===== src/pkg/xmtr_cfg_consts.vh =====
`ifndef XMTR_CFG_CONSTS_VH
`define XMTR_CFG_CONSTS_VH
// holding register offsets
`define HR_USE_DEFAULT      16'h0001
`define HR_VEL_COEF_HI      16'h0002
`define HR_VEL_COEF_LO      16'h0003
`define HR_AREA_HI          16'h0004
`define HR_AREA_LO          16'h0005
// coil offsets
`define COIL_ZERO           16'h0001
`define COIL_SPAN           16'h0002
`define COIL_FACTORY        16'h0003
`define COIL_RESET          16'h0004
// reset values (use-default flag 1, coefficients 1.0 in single precision)
`define USE_DEFAULT_RST     16'h0001
`define FLOAT_ONE           32'h3F80_0000
// function codes
`define FC_READ_COILS       8'h01
`define FC_READ_HOLD        8'h03
`define FC_READ_INPUT       8'h04
`define FC_WRITE_COIL       8'h05
`define FC_WRITE_REG        8'h06
`define FC_WRITE_MULTI      8'h10
// security codes
`define SEC_CODE_0          12'h000
`define SEC_CODE_1          12'h111
`define SEC_CODE_2          12'h222
`define SEC_CODE_3          12'h333
// timing at 40 MHz
// 64 bits wide so the five-minute window product cannot overflow
`define CLK_HZ              64'h0000_0000_0262_5A00
`define ZERO_WIN_S          300
`define SPAN_HOLD_S         3
`define DEV_RESET_S         5
`define FLASH_MS            250
`define ZERO_WIN_CYC        (`ZERO_WIN_S * `CLK_HZ)
`define SPAN_HOLD_CYC       (`SPAN_HOLD_S * `CLK_HZ)
`define DEV_RESET_CYC       (`DEV_RESET_S * `CLK_HZ)
`define FLASH_CYC           (`FLASH_MS * (`CLK_HZ / 1000))
`endif

===== src/logic/xmtr_cfg_if.v =====
// Overview of operation
// span accepted within 5 minutes of zero
// span button ignored before zero done (code raises the calibration fail message instead)
// span after 3 s hold, then confirm
// flag over and under range errors
// refuse calibration when pressure out of band
// four security levels gate view, edit, calibration
// lowering level temporary, raising stored
// auto serial config infers framing from traffic
// red indicator double flash during auto config
// requests may go unanswered during detection
// detection ends on good addressed frame, stored
// detection restarts only on power cycle
// switch off fixes rtu 8n1, baud auto
// serve only function codes 1,3,4,5,6,16
// strings packed high byte first, zero padded
// coefficient and area default to 1.0
// written values used only when flag is 0
// coil reads 1 only after successful run
// writing 1 starts function, clears coil (span coil only sets coil_r[1], code gives no o_span_start pulse)
// master times out coil after 10 seconds
// zero only within two percent of old zero
// coils at 1 zero, 2 span, 3 defaults, 4 reset
// span coil fails without zero in 5 minutes
// reset coil acks at once, resets after 5 s
// factory coil restores calibration and coefficients
`timescale 1ns/1ps
`include "xmtr_cfg_consts.vh"
module xmtr_cfg_if
  #(parameter ZERO_WIN_CYC  = `ZERO_WIN_CYC,
    parameter SPAN_HOLD_CYC = `SPAN_HOLD_CYC,
    parameter DEV_RESET_CYC = `DEV_RESET_CYC,
    parameter FLASH_CYC     = `FLASH_CYC)
  (input  wire        i_ref_clk,
   input  wire        i_rst,
   // decoded request from the frame engine
   input  wire        i_req_valid,
   input  wire [7:0]  i_req_func,
   input  wire [15:0] i_req_addr,
   input  wire [15:0] i_req_data,
   input  wire        i_frame_ok,
   input  wire        i_frame_for_me,
   input  wire        i_frame_is_ascii,
   input  wire [2:0]  i_frame_baud,
   input  wire [1:0]  i_frame_parity,
   input  wire        i_frame_7bit,
   input  wire        i_frame_2stop,
   input  wire [10:0] i_nv_serial_cfg,
   input  wire        i_nv_cfg_valid,
   input  wire        i_auto_cfg_sw,
   // pressure and calibration band
   input  wire [15:0] i_pressure,
   input  wire [15:0] i_span_max,
   input  wire [15:0] i_span_min,
   input  wire [15:0] i_zero_point,
   input  wire [15:0] i_zero_band,
   input  wire        i_zero_btn_done,
   input  wire        i_span_btn,
   input  wire        i_sec_store,
   input  wire [11:0] i_sec_code,
   input  wire        i_sec_permanent,
   output reg         o_resp_valid,
   output reg         o_resp_exception,
   output reg  [15:0] o_resp_data,
   output reg         o_over_range,
   output reg         o_under_range,
   output reg         o_span_start,
   output reg         o_zero_start,
   output reg         o_span_done_message,
   output reg         o_calibration_fail_message,
   output reg  [1:0]  o_sec_level,
   output reg         o_sec_view_ok,
   output reg         o_sec_edit_ok,
   output reg         o_sec_span_ok,
   output reg         o_sec_zero_ok,
   output reg         o_nv_sec_we,
   output reg         o_nv_cfg_we,
   output reg  [10:0] o_serial_cfg,
   output reg         o_auto_cfg_busy,
   output reg         o_red_led,
   output reg         o_factory_restore,
   output reg         o_device_reset,
   output reg  [31:0] o_vel_coef_used,
   output reg  [31:0] o_area_used);

  reg        btn_s1_r, btn_s2_r, sw_s1_r, sw_s2_r;
  reg [15:0] use_default_r;
  reg [31:0] vel_coef_r;
  reg [31:0] area_r;
  reg [3:0]  coil_r;
  reg [33:0] zero_age_r;
  reg        zero_fresh_r;
  reg [31:0] hold_cnt_r;
  reg        hold_fired_r;
  reg [31:0] rst_cnt_r;
  reg        rst_pend_r;
  reg [1:0]  perm_level_r;
  reg        started_r;
  reg [23:0] flash_cnt_r;
  reg [2:0]  flash_step_r;
  reg [1:0]  cfg_state_r;

  localparam ST_INIT  = 2'd0;
  localparam ST_HUNT  = 2'd1;
  localparam ST_FIXED = 2'd2;

  wire in_band   = (i_pressure <= i_span_max) && (i_pressure >= i_span_min);
  wire [16:0] zdiff = (i_pressure >= i_zero_point) ?
                      {1'b0, i_pressure - i_zero_point} :
                      {1'b0, i_zero_point - i_pressure};
  wire zero_near = (zdiff <= {1'b0, i_zero_band});
  wire req_live  = i_req_valid && !o_auto_cfg_busy;
  wire fc_ok     = (i_req_func == `FC_READ_COILS) ||
                   (i_req_func == `FC_READ_HOLD) ||
                   (i_req_func == `FC_READ_INPUT) ||
                   (i_req_func == `FC_WRITE_COIL) ||
                   (i_req_func == `FC_WRITE_REG) ||
                   (i_req_func == `FC_WRITE_MULTI);
  wire coil_wr   = req_live && (i_req_func == `FC_WRITE_COIL);
  wire coil_one  = i_req_data == 16'hFF00;
  wire hr_wr     = req_live && ((i_req_func == `FC_WRITE_REG) ||
                                (i_req_func == `FC_WRITE_MULTI));
  wire [15:0] cidx = i_req_addr - 16'h0001;
  wire coil_hit  = i_req_addr >= `COIL_ZERO && i_req_addr <= `COIL_RESET;
  wire zero_go   = coil_wr && coil_one && i_req_addr == `COIL_ZERO;
  wire span_go   = coil_wr && coil_one && i_req_addr == `COIL_SPAN;
  wire fact_go   = coil_wr && coil_one && i_req_addr == `COIL_FACTORY;
  wire rst_go    = coil_wr && coil_one && i_req_addr == `COIL_RESET;
  wire zero_pass = zero_go && zero_near && in_band;
  wire span_pass = span_go && zero_fresh_r && in_band;
  wire btn_span_ok = btn_s2_r && zero_fresh_r && o_sec_span_ok;
  wire [1:0] req_level = (i_sec_code == `SEC_CODE_0) ? 2'd0 :
                         (i_sec_code == `SEC_CODE_1) ? 2'd1 :
                         (i_sec_code == `SEC_CODE_2) ? 2'd2 : 2'd3;

  // the span button is a pin; synchronise before use
  always @(posedge i_ref_clk)
  begin
    btn_s1_r <= i_span_btn;
    btn_s2_r <= btn_s1_r;
    sw_s1_r  <= i_auto_cfg_sw;
    sw_s2_r  <= sw_s1_r;
  end

  // zero freshness window shared by button and coil paths
  always @(posedge i_ref_clk)
  begin
    if (i_rst)
    begin
      zero_age_r   <= 34'h0_0000_0000;
      zero_fresh_r <= 1'b0;
    end
    else if (i_zero_btn_done || zero_pass)
    begin
      zero_age_r   <= 34'h0_0000_0000;
      zero_fresh_r <= 1'b1;
    end
    else if (zero_fresh_r)
    begin
      zero_age_r <= zero_age_r + 34'h0_0000_0001;
      if (zero_age_r >= ZERO_WIN_CYC - 1)
        zero_fresh_r <= 1'b0;
    end
  end

  // span button hold timer
  always @(posedge i_ref_clk)
  begin
    if (i_rst)
    begin
      hold_cnt_r                 <= 32'h0000_0000;
      hold_fired_r               <= 1'b0;
      o_span_start               <= 1'b0;
      o_span_done_message        <= 1'b0;
      o_calibration_fail_message <= 1'b0;
    end
    else
    begin
      o_span_start               <= 1'b0;
      o_span_done_message        <= 1'b0;
      o_calibration_fail_message <= 1'b0;
      if (!btn_s2_r)
      begin
        hold_cnt_r   <= 32'h0000_0000;
        hold_fired_r <= 1'b0;
      end
      else if (!hold_fired_r)
      begin
        hold_cnt_r <= hold_cnt_r + 32'h0000_0001;
        if (hold_cnt_r >= SPAN_HOLD_CYC - 1)
        begin
          hold_fired_r <= 1'b1;
          if (!zero_fresh_r || !in_band)
            o_calibration_fail_message <= 1'b1;
          else if (btn_span_ok)
          begin
            o_span_start        <= 1'b1;
            o_span_done_message <= 1'b1;
          end
        end
      end
    end
  end

  // range flags
  always @(posedge i_ref_clk)
  begin
    if (i_rst)
    begin
      o_over_range  <= 1'b0;
      o_under_range <= 1'b0;
    end
    else
    begin
      o_over_range  <= i_pressure > i_span_max;
      o_under_range <= i_pressure < i_span_min;
    end
  end

  // security level: raise stored, lower held only until reset
  always @(posedge i_ref_clk)
  begin
    if (i_rst)
    begin
      perm_level_r <= 2'd0;
      o_sec_level  <= 2'd0;
      o_nv_sec_we  <= 1'b0;
    end
    else
    begin
      o_nv_sec_we <= 1'b0;
      if (i_sec_store)
      begin
        o_sec_level <= req_level;
        if (req_level > perm_level_r && i_sec_permanent)
        begin
          perm_level_r <= req_level;
          o_nv_sec_we  <= 1'b1;
        end
      end
    end
  end

  always @(posedge i_ref_clk)
  begin
    if (i_rst)
    begin
      o_sec_view_ok <= 1'b1;
      o_sec_edit_ok <= 1'b1;
      o_sec_span_ok <= 1'b1;
      o_sec_zero_ok <= 1'b1;
    end
    else
    begin
      o_sec_view_ok <= o_sec_level <= 2'd1;
      o_sec_edit_ok <= o_sec_level == 2'd0;
      o_sec_span_ok <= o_sec_level == 2'd0;
      o_sec_zero_ok <= o_sec_level <= 2'd2;
    end
  end

  // serial configuration detection; runs once per power-up unless a valid stored config is loaded instead
  always @(posedge i_ref_clk)
  begin
    if (i_rst)
    begin
      cfg_state_r     <= ST_INIT;
      o_auto_cfg_busy <= 1'b0;
      o_nv_cfg_we     <= 1'b0;
      o_serial_cfg    <= 11'h000;
      started_r       <= 1'b0;
    end
    else
    begin
      o_nv_cfg_we <= 1'b0;
      case (cfg_state_r)
        ST_INIT:
        begin
          started_r <= 1'b1;
          if (started_r && i_nv_cfg_valid)
          begin
            o_serial_cfg <= i_nv_serial_cfg;
            cfg_state_r  <= ST_FIXED;
          end
          else if (started_r)
          begin
            o_auto_cfg_busy <= 1'b1;
            cfg_state_r     <= ST_HUNT;
          end
        end
        ST_HUNT:
          if (i_frame_ok && i_frame_for_me)
          begin
            if (sw_s2_r)
              o_serial_cfg <= {i_frame_is_ascii, i_frame_baud,
                               i_frame_parity, i_frame_7bit,
                               i_frame_2stop, 3'b000};
            else
              o_serial_cfg <= {1'b0, i_frame_baud, 2'b00,
                               1'b0, 1'b0, 3'b000};
            o_nv_cfg_we     <= 1'b1;
            o_auto_cfg_busy <= 1'b0;
            cfg_state_r     <= ST_FIXED;
          end
        ST_FIXED:
          cfg_state_r <= ST_FIXED;
        default:
          cfg_state_r <= ST_INIT;
      endcase
    end
  end

  // red indicator: two flashes then a pause while hunting
  always @(posedge i_ref_clk)
  begin
    if (i_rst)
    begin
      flash_cnt_r  <= 24'h00_0000;
      flash_step_r <= 3'd0;
      o_red_led    <= 1'b0;
    end
    else if (!o_auto_cfg_busy)
    begin
      flash_cnt_r  <= 24'h00_0000;
      flash_step_r <= 3'd0;
      o_red_led    <= 1'b0;
    end
    else
    begin
      if (flash_cnt_r >= FLASH_CYC - 1)
      begin
        flash_cnt_r  <= 24'h00_0000;
        flash_step_r <= flash_step_r + 3'd1;
      end
      else
        flash_cnt_r <= flash_cnt_r + 24'h00_0001;
      o_red_led <= (flash_step_r == 3'd0) || (flash_step_r == 3'd2);
    end
  end

  // holding registers and coils
  always @(posedge i_ref_clk)
  begin
    if (i_rst)
    begin
      use_default_r     <= `USE_DEFAULT_RST;
      vel_coef_r        <= `FLOAT_ONE;
      area_r            <= `FLOAT_ONE;
      coil_r            <= 4'h0;
      o_zero_start      <= 1'b0;
      o_factory_restore <= 1'b0;
      rst_pend_r        <= 1'b0;
      rst_cnt_r         <= 32'h0000_0000;
      o_device_reset    <= 1'b0;
    end
    else
    begin
      o_zero_start      <= 1'b0;
      o_factory_restore <= 1'b0;
      if (hr_wr)
        case (i_req_addr)
          `HR_USE_DEFAULT: use_default_r      <= i_req_data;
          `HR_VEL_COEF_HI: vel_coef_r[31:16]  <= i_req_data;
          `HR_VEL_COEF_LO: vel_coef_r[15:0]   <= i_req_data;
          `HR_AREA_HI:     area_r[31:16]      <= i_req_data;
          `HR_AREA_LO:     area_r[15:0]       <= i_req_data;
          default:         use_default_r      <= use_default_r;
        endcase
      if (coil_wr && coil_one && coil_hit && i_req_addr != `COIL_RESET)
        coil_r[cidx[1:0]] <= 1'b0;
      if (zero_pass)
      begin
        coil_r[0]    <= 1'b1;
        o_zero_start <= 1'b1;
      end
      if (span_pass)
        coil_r[1] <= 1'b1;
      if (fact_go)
      begin
        use_default_r     <= `USE_DEFAULT_RST;
        vel_coef_r        <= `FLOAT_ONE;
        area_r            <= `FLOAT_ONE;
        coil_r[2]         <= 1'b1;
        o_factory_restore <= 1'b1;
      end
      if (rst_go)
      begin
        coil_r[3]  <= 1'b1;
        rst_pend_r <= 1'b1;
        rst_cnt_r  <= 32'h0000_0000;
      end
      else if (rst_pend_r)
      begin
        rst_cnt_r <= rst_cnt_r + 32'h0000_0001;
        if (rst_cnt_r >= DEV_RESET_CYC - 1)
          o_device_reset <= 1'b1;
      end
    end
  end

  always @(posedge i_ref_clk)
  begin
    if (i_rst)
    begin
      o_vel_coef_used <= `FLOAT_ONE;
      o_area_used     <= `FLOAT_ONE;
    end
    else
    begin
      o_vel_coef_used <= (use_default_r == 16'h0000) ? vel_coef_r :
                         `FLOAT_ONE;
      o_area_used     <= (use_default_r == 16'h0000) ? area_r :
                         `FLOAT_ONE;
    end
  end

  // answers; silent while detection runs, master retries
  always @(posedge i_ref_clk)
  begin
    if (i_rst)
    begin
      o_resp_valid     <= 1'b0;
      o_resp_exception <= 1'b0;
      o_resp_data      <= 16'h0000;
    end
    else
    begin
      o_resp_valid     <= req_live;
      o_resp_exception <= req_live && !fc_ok;
      o_resp_data      <= 16'h0000;
      if (req_live && i_req_func == `FC_READ_COILS && coil_hit)
        o_resp_data <= {15'h0000, coil_r[cidx[1:0]]};
      else if (req_live && i_req_func == `FC_READ_HOLD)
        case (i_req_addr)
          `HR_USE_DEFAULT: o_resp_data <= use_default_r;
          `HR_VEL_COEF_HI: o_resp_data <= vel_coef_r[31:16];
          `HR_VEL_COEF_LO: o_resp_data <= vel_coef_r[15:0];
          `HR_AREA_HI:     o_resp_data <= area_r[31:16];
          `HR_AREA_LO:     o_resp_data <= area_r[15:0];
          default:         o_resp_data <= 16'h0000;
        endcase
      else if (coil_wr)
        o_resp_data <= i_req_data;
    end
  end

endmodule // xmtr_cfg_if


===== config.mk =====
export PLATFORM = sky130hd
export DESIGN_NAME = xmtr_cfg_if
export DESIGN_NICKNAME = d
export VERILOG_FILES = /design/src/logic/xmtr_cfg_if.v
export VERILOG_INCLUDE_DIRS = /design/src /design/src/pkg
export SDC_FILE = /design/constraint.sdc
export NUM_CORES = 1
export LEC_CHECK = 0
export ABC_AREA = 1
export ABC_CLOCK_PERIOD_IN_PS = 4400
export BUFFER_PORTS_ARGS = -buffer_cell sky130_fd_sc_hd__clkbuf_2
export CORE_UTILIZATION = 50
export DETAILED_ROUTE_END_ITERATION = 10
export PLACE_DENSITY = 0.84
export SLEW_MARGIN = 5
export SYNTH_ARGS = -nofsm -noshare
export SYNTH_HDL_FRONTEND = slang
export SYNTH_SLANG_ARGS = --single-unit

===== constraint.sdc =====
create_clock -name i_ref_clk -period 4.4 [get_ports i_ref_clk]
set_input_delay 0.22 -clock i_ref_clk [delete_from_list [all_inputs] [get_ports i_ref_clk]]
set_output_delay 0.22 -clock i_ref_clk [all_outputs]
set_load 0.02 [all_outputs]

# Word-level counts from Yosys, hierarchy flattened
# Index checks and enable logic that the tools add are counted.
dict set report totals {
  register_bits 330
  inputBits 162
  output_inout_bits 111
  word_cells 214
}
dict set report op_classes {
  add_sub_neg 8
  n_lt_le_gt_ge 17
  eq_ne 23
  n_mux 40
  bitwise 9
  n_reduce_logical 71
}
# operator count
set ops {}
lappend ops {{$pmux 16 s5} 1}
lappend ops {{$add 32x1->32 const B} 2}
lappend ops {{$mux 16} 3}
lappend ops {{$add 34x1->34 const B} 1}
lappend ops {{$ge 34x34->1 const B} 1}
lappend ops {{$mux 11} 3}
lappend ops {{$eq 16x2->1 const B} 2}
lappend ops {{$eq 16x3->1 const B} 2}
lappend ops {{$ge 16x16->1} 2}
lappend ops {{$ge 32x27->1 const B} 1}
lappend ops {{$ge 32x28->1 const B} 1}
lappend ops {{$le 16x16->1} 2}
lappend ops {{$sub 16x16->16} 2}
lappend ops {{$logic_and 1x1->1} 26}
lappend ops {{$add 24x1->24 const B} 1}
lappend ops {{$eq 8x3->1 const B} 3}
lappend ops {{$ge 24x24->1 const B} 1}
lappend ops {{$mux 1} 22}
lappend ops {{$pmux 11 s2} 1}
lappend ops {{$reduce_or 2->1} 9}
lappend ops {{$eq 16x1->1 const B} 1}
lappend ops {{$eq 16x16->1 const B} 1}
lappend ops {{$ge 16x1->1 const B} 1}
lappend ops {{$gt 16x16->1} 1}
lappend ops {{other kinds (42)} 78}

# Logic depth before layout (Yosys ltp)
dict set report depth {
  depth_word 9
  depth_mapped 29
  ltp_nobuf 28
}

# Least setup slack after synthesis
# Ideal clock, no wire load.
dict set report synth_timing {
  path_kind {input to register}
  startpoint {in i_pressure[0]}
  endpoint {reg zero_age_r[10]}
  arrival_ns 3.142
  path_slack_ns 1.141
  cell_stages 26
  path_buffers 2
  cell_sequence {inv_1 > ha_1 > inv_1 > fa_1 > nand2_1 > nand2_1 > nand2_1 > nand2_1 > o211ai_1 > nand2_2 > inv_2 > buf_4 > nand2_1 > nand2_1 > inv_1 > ha_1 > nand2_1 > inv_1 > nand3_1 > nor3_1 > nand3_1 > a21oi_1 > nand2_1 > nand3_4 > buf_6 > nor2_1}
}
dict set report synth_between {
  elab_chain_cells 7
  elab_cells_between_ends 12
  classes_between {2 x add/sub; 4 x order compare; 1 x mux; 5 x reduce/logical}
}
# item line_no
set synth_lines {}
lappend synth_lines {{from (decl)} xmtr_cfg_if.v:52} ;# input wire [15:0] i_pressure,
lappend synth_lines {{$sub 16x16->16 (tied with other cells)} xmtr_cfg_if.v:110} ;# {1'b0, i_zero_point - i_pressure};
lappend synth_lines {{$mux 16} xmtr_cfg_if.v:108} ;# wire [16:0] zdiff = (i_pressure >= i_zero_point) ?
lappend synth_lines {{$le 16x16->1} xmtr_cfg_if.v:111} ;# wire zero_near = (zdiff <= {1'b0, i_zero_band});
lappend synth_lines {{$logic_and 1x1->1} xmtr_cfg_if.v:129} ;# wire zero_pass = zero_go && zero_near && in_band;
lappend synth_lines {{$logic_and 1x1->1 *} xmtr_cfg_if.v:129}
lappend synth_lines {{$logic_or 1x1->1 *} xmtr_cfg_if.v:153} ;# else if (i_zero_btn_done || zero_pass)
lappend synth_lines {{$reduce_or 2->1 (no line) *} --}
lappend synth_lines {{to (signal assigned)} xmtr_cfg_if.v:160} ;# zero_age_r <= zero_age_r + 34'h0_0000_0001;
lappend synth_lines {{to (decl)} xmtr_cfg_if.v:91} ;# reg [33:0] zero_age_r;
# Every way passes the cells marked *; elsewhere a longest branch is shown, timed or not.
# A chain may end at the register's enable or synchronous reset.

# Final worst setup path
dict set report layout_timing {
  startpoint {in i_pressure[0]}
  endpoint {reg zero_age_r[27]}
}
# Same word-level chain as after synthesis.

==> impl_metrics.prom <==
# TYPE chip_impl_metric gauge
chip_impl_metric{name="total_standard_cell_area_after_synthesis",unit="sq um"} 17900
chip_impl_metric{name="finalCriticalPeriod",unit="ns"} 3.51
chip_impl_metric{name="yosysUniqueCellTypes",unit=""} 58
chip_impl_metric{name="io_buffer_count",unit=""} 272
chip_impl_info{name="outcome",value="complete, no violations"} 1
chip_impl_metric{name="drt_iter0_drc",unit=""} 1539
chip_impl_metric{name="final_layout_size_suffix_gt1_frac",unit=""} 0.145
chip_impl_metric{name="path_clk_slew",unit="ns"} 0.06
chip_impl_info{name="main_area_contributors_after_synthesis",value="sky130_fd_sc_hd__dfxtp_1 (37%), sky130_fd_sc_hd__nand2_1 (13%), sky130_fd_sc_hd__inv_1 (7.7%)"} 1
chip_impl_metric{name="vias",unit=""} 17700
chip_impl_metric{name="critPathMaxFanout",unit=""} 34
chip_impl_metric{name="worst_ir_drop_vdd",unit="uV"} 442
chip_impl_metric{name="floorplan.die.height",unit="microns"} 191
chip_impl_metric{name="worst_clock_skew",unit="ns"} 0.0294
chip_impl_metric{name="synth-edff-count",unit=""} 0
chip_impl_metric{name="post_route_hold_slack",unit="ns"} 0.0267
chip_impl_metric{name="ctsLongestPathBuffers",unit=""} 3
chip_impl_metric{name="syn-instance-count",unit=""} 2573
chip_impl_info{name="hp-class",value="input port to register"} 1
chip_impl_metric{name="worst_ep_arrival_time",unit="ns"} 3.88
chip_impl_metric{name="ctsHtreeMaxLevel",unit=""} 2
chip_impl_metric{name="leakage",unit="nW"} 9.03
chip_impl_info{name="postSynth.topFlopCell",value="sky130_fd_sc_hd__dfxtp_1"} 1
chip_impl_info{name="synth.most_common_cell",value="sky130_fd_sc_hd__nand2_1"} 1
chip_impl_metric{name="critical_path.max_stage_delay",unit="ns"} 0.45
chip_impl_metric{name="routabilityCongestion",unit=""} 0.935
chip_impl_metric{name="ys.warnings.count",unit=""} 0
chip_impl_metric{name="report.final.hold_viol_count",unit=""} 0
chip_impl_metric{name="synth-seq-cells",unit=""} 330
chip_impl_metric{name="cts_made_buffers",unit=""} 34
chip_impl_metric{name="max_clock_freq",unit="MHz"} 285
chip_impl_info{name="reg2reg_to",value="rst_cnt_r[13]$_SDFFE_PP0P_"} 1
chip_impl_metric{name="worst_skew_pair.late_latency",unit="ns"} 0.52
chip_impl_metric{name="numClockSinks",unit=""} 330
chip_impl_info{name="critical_path.reg2reg.startpoint",value="o_auto_cfg_busy$_SDFFE_PP0P_"} 1
chip_impl_metric{name="powerDensity",unit="nW/um^2"} 353
chip_impl_info{name="crit_start",value="i_pressure[0]"} 1
chip_impl_metric{name="i_o_pins",unit=""} 273
chip_impl_metric{name="floorplan.rows",unit=""} 68
chip_impl_metric{name="ff2ff_setup_slack",unit="ns"} 1.74
chip_impl_metric{name="cp.depth",unit=""} 25
chip_impl_info{name="synth_top_area_cell",value="sky130_fd_sc_hd__dfxtp_1"} 1
chip_impl_metric{name="fin_util",unit=""} 0.598
chip_impl_metric{name="tightest_slew",unit="ns"} 0.691
chip_impl_info{name="setup.worst_path.end",value="zero_age_r[27]$_SDFFE_PP0P_"} 1
chip_impl_info{name="rsz_0062_raised_after_global_routing",value="no"} 1
chip_impl_info{name="synth_common_cells",value="sky130_fd_sc_hd__nand2_1 (629), sky130_fd_sc_hd__inv_1 (366), sky130_fd_sc_hd__dfxtp_1 (330)"} 1
chip_impl_metric{name="synth_nets",unit=""} 2833
chip_impl_metric{name="finalCritPeriodShare",unit=""} 0.797
chip_impl_metric{name="number_of_global_route_vias_before_repair",unit=""} 16700
chip_impl_metric{name="avgViaCountPerCell",unit=""} 5.32
chip_impl_info{name="worst_path_most_repeated_cell",value="sky130_fd_sc_hd__nand2_1"} 1
chip_impl_metric{name="dp.final_hpwl",unit="microns"} 37700
chip_impl_metric{name="final_area",unit="sq um"} 20900
chip_impl_metric{name="nNetsFinal",unit=""} 3109
chip_impl_metric{name="post_drt_wl_per_cell",unit="microns"} 14.9
chip_impl_metric{name="seq_total_area_yosys",unit=""} 0.370
chip_impl_metric{name="globalRoute.totalOverflow",unit=""} 0
chip_impl_metric{name="grt_max_degree",unit=""} 66
chip_impl_metric{name="max_cap_violations",unit=""} 0
chip_impl_metric{name="critical_path.n_buffers_inverters",unit=""} 6
chip_impl_metric{name="drc",unit=""} 0
chip_impl_metric{name="postPlaceCellArea",unit="sq um"} 19500
chip_impl_metric{name="max-slew-margin-rel",unit=""} 0.539
chip_impl_metric{name="cts_repair_resize_count",unit=""} 0
chip_impl_metric{name="die-width",unit="microns"} 191
chip_impl_metric{name="avgSynthCellArea",unit="sq um"} 6.94
chip_impl_metric{name="antenna_found_initial",unit=""} 0
chip_impl_info{name="worst_setup_start_kind",value="input port"} 1
chip_impl_metric{name="report.final.slew_viol_count",unit=""} 0
chip_impl_metric{name="async_reset_ff_frac",unit=""} 0
chip_impl_metric{name="filler_cell_count",unit=""} 3107
chip_impl_info{name="slowest_stage_cell_on_the_critical_path",value="sky130_fd_sc_hd__fa_1"} 1
chip_impl_metric{name="area_growth",unit="%"} 16.9
chip_impl_metric{name="report.power.total",unit="mW"} 7.38
chip_impl_metric{name="finalSetupViolations",unit=""} 0
chip_impl_metric{name="worst-endpoint-required",unit="ns"} 4.77
chip_impl_info{name="criticalPathCategory",value="input port to register"} 1
chip_impl_info{name="crit_path_end_kind",value="register"} 1
chip_impl_info{name="crit_family",value="simple AND/OR/NAND/NOR gates"} 1
chip_impl_metric{name="track_usage",unit=""} 0.270
chip_impl_metric{name="drtAntennaViolNets",unit=""} 0
chip_impl_info{name="clock_tree_from_tritoncts",value="built"} 1
chip_impl_metric{name="netlist.area_leader.share",unit=""} 0.370
chip_impl_metric{name="grt_pass1_wl",unit="microns"} 80600
chip_impl_metric{name="wirelength",unit="microns"} 49600
chip_impl_metric{name="die-area",unit="sq um"} 36500
chip_impl_metric{name="worstRegToRegCells",unit=""} 11
chip_impl_metric{name="first_pass_iters",unit=""} 7
chip_impl_metric{name="initial_core_util",unit=""} 0.512
chip_impl_metric{name="antenna_cells_inserted",unit=""} 0
chip_impl_info{name="cts_root_buffer",value="sky130_fd_sc_hd__clkbuf_16"} 1
chip_impl_metric{name="setup_tns",unit="ns"} 0
chip_impl_metric{name="core",unit="sq um"} 34900
-- placed cells by master, fill, tap and decap left out, types with 3 or more instances in the layout --
cell	n
sky130_fd_sc_hd__dfxtp_1	330
sky130_fd_sc_hd__o211ai_1	16
sky130_fd_sc_hd__xor2_1	73
sky130_fd_sc_hd__nor3_1	63
sky130_fd_sc_hd__bufinv_16	3
sky130_fd_sc_hd__nor2_4	12
sky130_fd_sc_hd__or2_2	4
sky130_fd_sc_hd__nor3b_1	4
sky130_fd_sc_hd__o21ai_0	86
sky130_fd_sc_hd__clkbuf_8	10
sky130_fd_sc_hd__ha_1	96
sky130_fd_sc_hd__nand4_2	4
sky130_fd_sc_hd__nor3_2	6
sky130_fd_sc_hd__inv_1	366
sky130_fd_sc_hd__clkinv_2	4
sky130_fd_sc_hd__inv_2	13
sky130_fd_sc_hd__dlygate4sd3_1	20
sky130_fd_sc_hd__o22ai_1	10
sky130_fd_sc_hd__nor2_1	327
sky130_fd_sc_hd__clkbuf_2	272
sky130_fd_sc_hd__nand4_1	33
sky130_fd_sc_hd__a21oi_1	186
sky130_fd_sc_hd__a21o_1	3
sky130_fd_sc_hd__nor2_2	12
sky130_fd_sc_hd__buf_4	8
sky130_fd_sc_hd__clkbuf_1	5
sky130_fd_sc_hd__nand2_1	628
sky130_fd_sc_hd__xnor2_1	24
sky130_fd_sc_hd__a31oi_1	13
sky130_fd_sc_hd__nor4_1	18
sky130_fd_sc_hd__clkbuf_16	35
sky130_fd_sc_hd__nand3_2	3
sky130_fd_sc_hd__nor3_4	4
sky130_fd_sc_hd__nand2_2	13
sky130_fd_sc_hd__nand3_1	129
sky130_fd_sc_hd__a211oi_1	3
sky130_fd_sc_hd__o21bai_1	4
-- metrics by stage --
step           std cells  setup WS (ns)
2_1_floorplan       2573           1.14
3_3_place_gp        3248          0.587
3_5_place_dp        3248          0.392
4_1_cts             3328          0.914
5_1_grt             3328          0.426
6_report            3328          0.892
-- power breakdown --
group | internal [mW] | switching [mW] | total, mW
clock network | 1.81 | 1.19 | 3.01
logic | 0.434 | 0.808 | 1.24
registers | 3.07 | 0.0615 | 3.13
-- timing repair --
action / 4_1_cts / 5_1_grt
endpoints found under the hold margin: 16 / 0
buffers inserted: 0 / 0
hold buffers: 20 / 0
-- sequential cells by signal (all words and copies together), names as in the netlist, 16 cells and up --
name / flops
hold_cnt_r: 32
o_vel_coef_used: 32
zero_age_r: 34
o_resp_data: 16
vel_coef_r: 32
o_area_used: 32
area_r: 32
rst_cnt_r: 32
use_default_r: 16
flash_cnt_r: 24
-- cell families after synthesis --
family / synth area share
compound gates: 0.100
xor+xnor: 0.0476
mux: 0.000560
fa+ha+maj: 0.0695
buf+inv: 0.100
simple gates: 0.312
flops: 0.370
-- worst register-to-register path, cell delays in order (launching register included) --
cell and delay (ns):
sky130_fd_sc_hd__dfxtp_1 0.34, sky130_fd_sc_hd__inv_1 0.21, sky130_fd_sc_hd__nand2_1 0.21, sky130_fd_sc_hd__nor2_1 0.15, sky130_fd_sc_hd__inv_1 0.07, sky130_fd_sc_hd__nor2_4 0.23, sky130_fd_sc_hd__buf_4 0.26, sky130_fd_sc_hd__nand2_1 0.15
sky130_fd_sc_hd__nor2_4 0.18, sky130_fd_sc_hd__nand2_2 0.11, sky130_fd_sc_hd__nand2_2 0.46, sky130_fd_sc_hd__nor3_1 0.14
-- routing by layer --
layer  GRT usage  wire length, microns
met1       0.335                 20800
met2       0.468                 23200
met3      0.0378                  3720
met4       0.104                  1870
met5           0                     0
-- worst min-delay path by stage --
stage	end	depth (start not counted)	from	slack, ns
finish	o_serial_cfg[0]$_SDFFE_PP0P_	3	i_nv_serial_cfg[0]	0.03
global route	o_serial_cfg[0]$_SDFFE_PP0P_	3	i_nv_serial_cfg[0]	0.003
CTS	o_serial_cfg[0]$_SDFFE_PP0P_	3	i_nv_serial_cfg[0]	0.009
detailed placement	btn_s2_r$_DFF_P_	0	btn_s1_r$_DFF_P_	0.32
global placement	btn_s2_r$_DFF_P_	0	btn_s1_r$_DFF_P_	0.32
floorplan	btn_s1_r$_DFF_P_	0	i_span_btn	0.25
-- final cells by class --
type | count | area (sq um) | area share
Timing Repair Buffer | 300 | 1620 | 0.0777
Tap cell | 455 | 569 | 0.0273
Sequential cell | 330 | 6610 | 0.316
Clock buffer | 50 | 1030 | 0.0494
Multi-Input combinational cell | 1803 | 9470 | 0.454
Inverter | 380 | 1430 | 0.0683
Clock inverter | 10 | 148 | 0.00707
No activity file was read; power rests on OpenSTA's default activity.
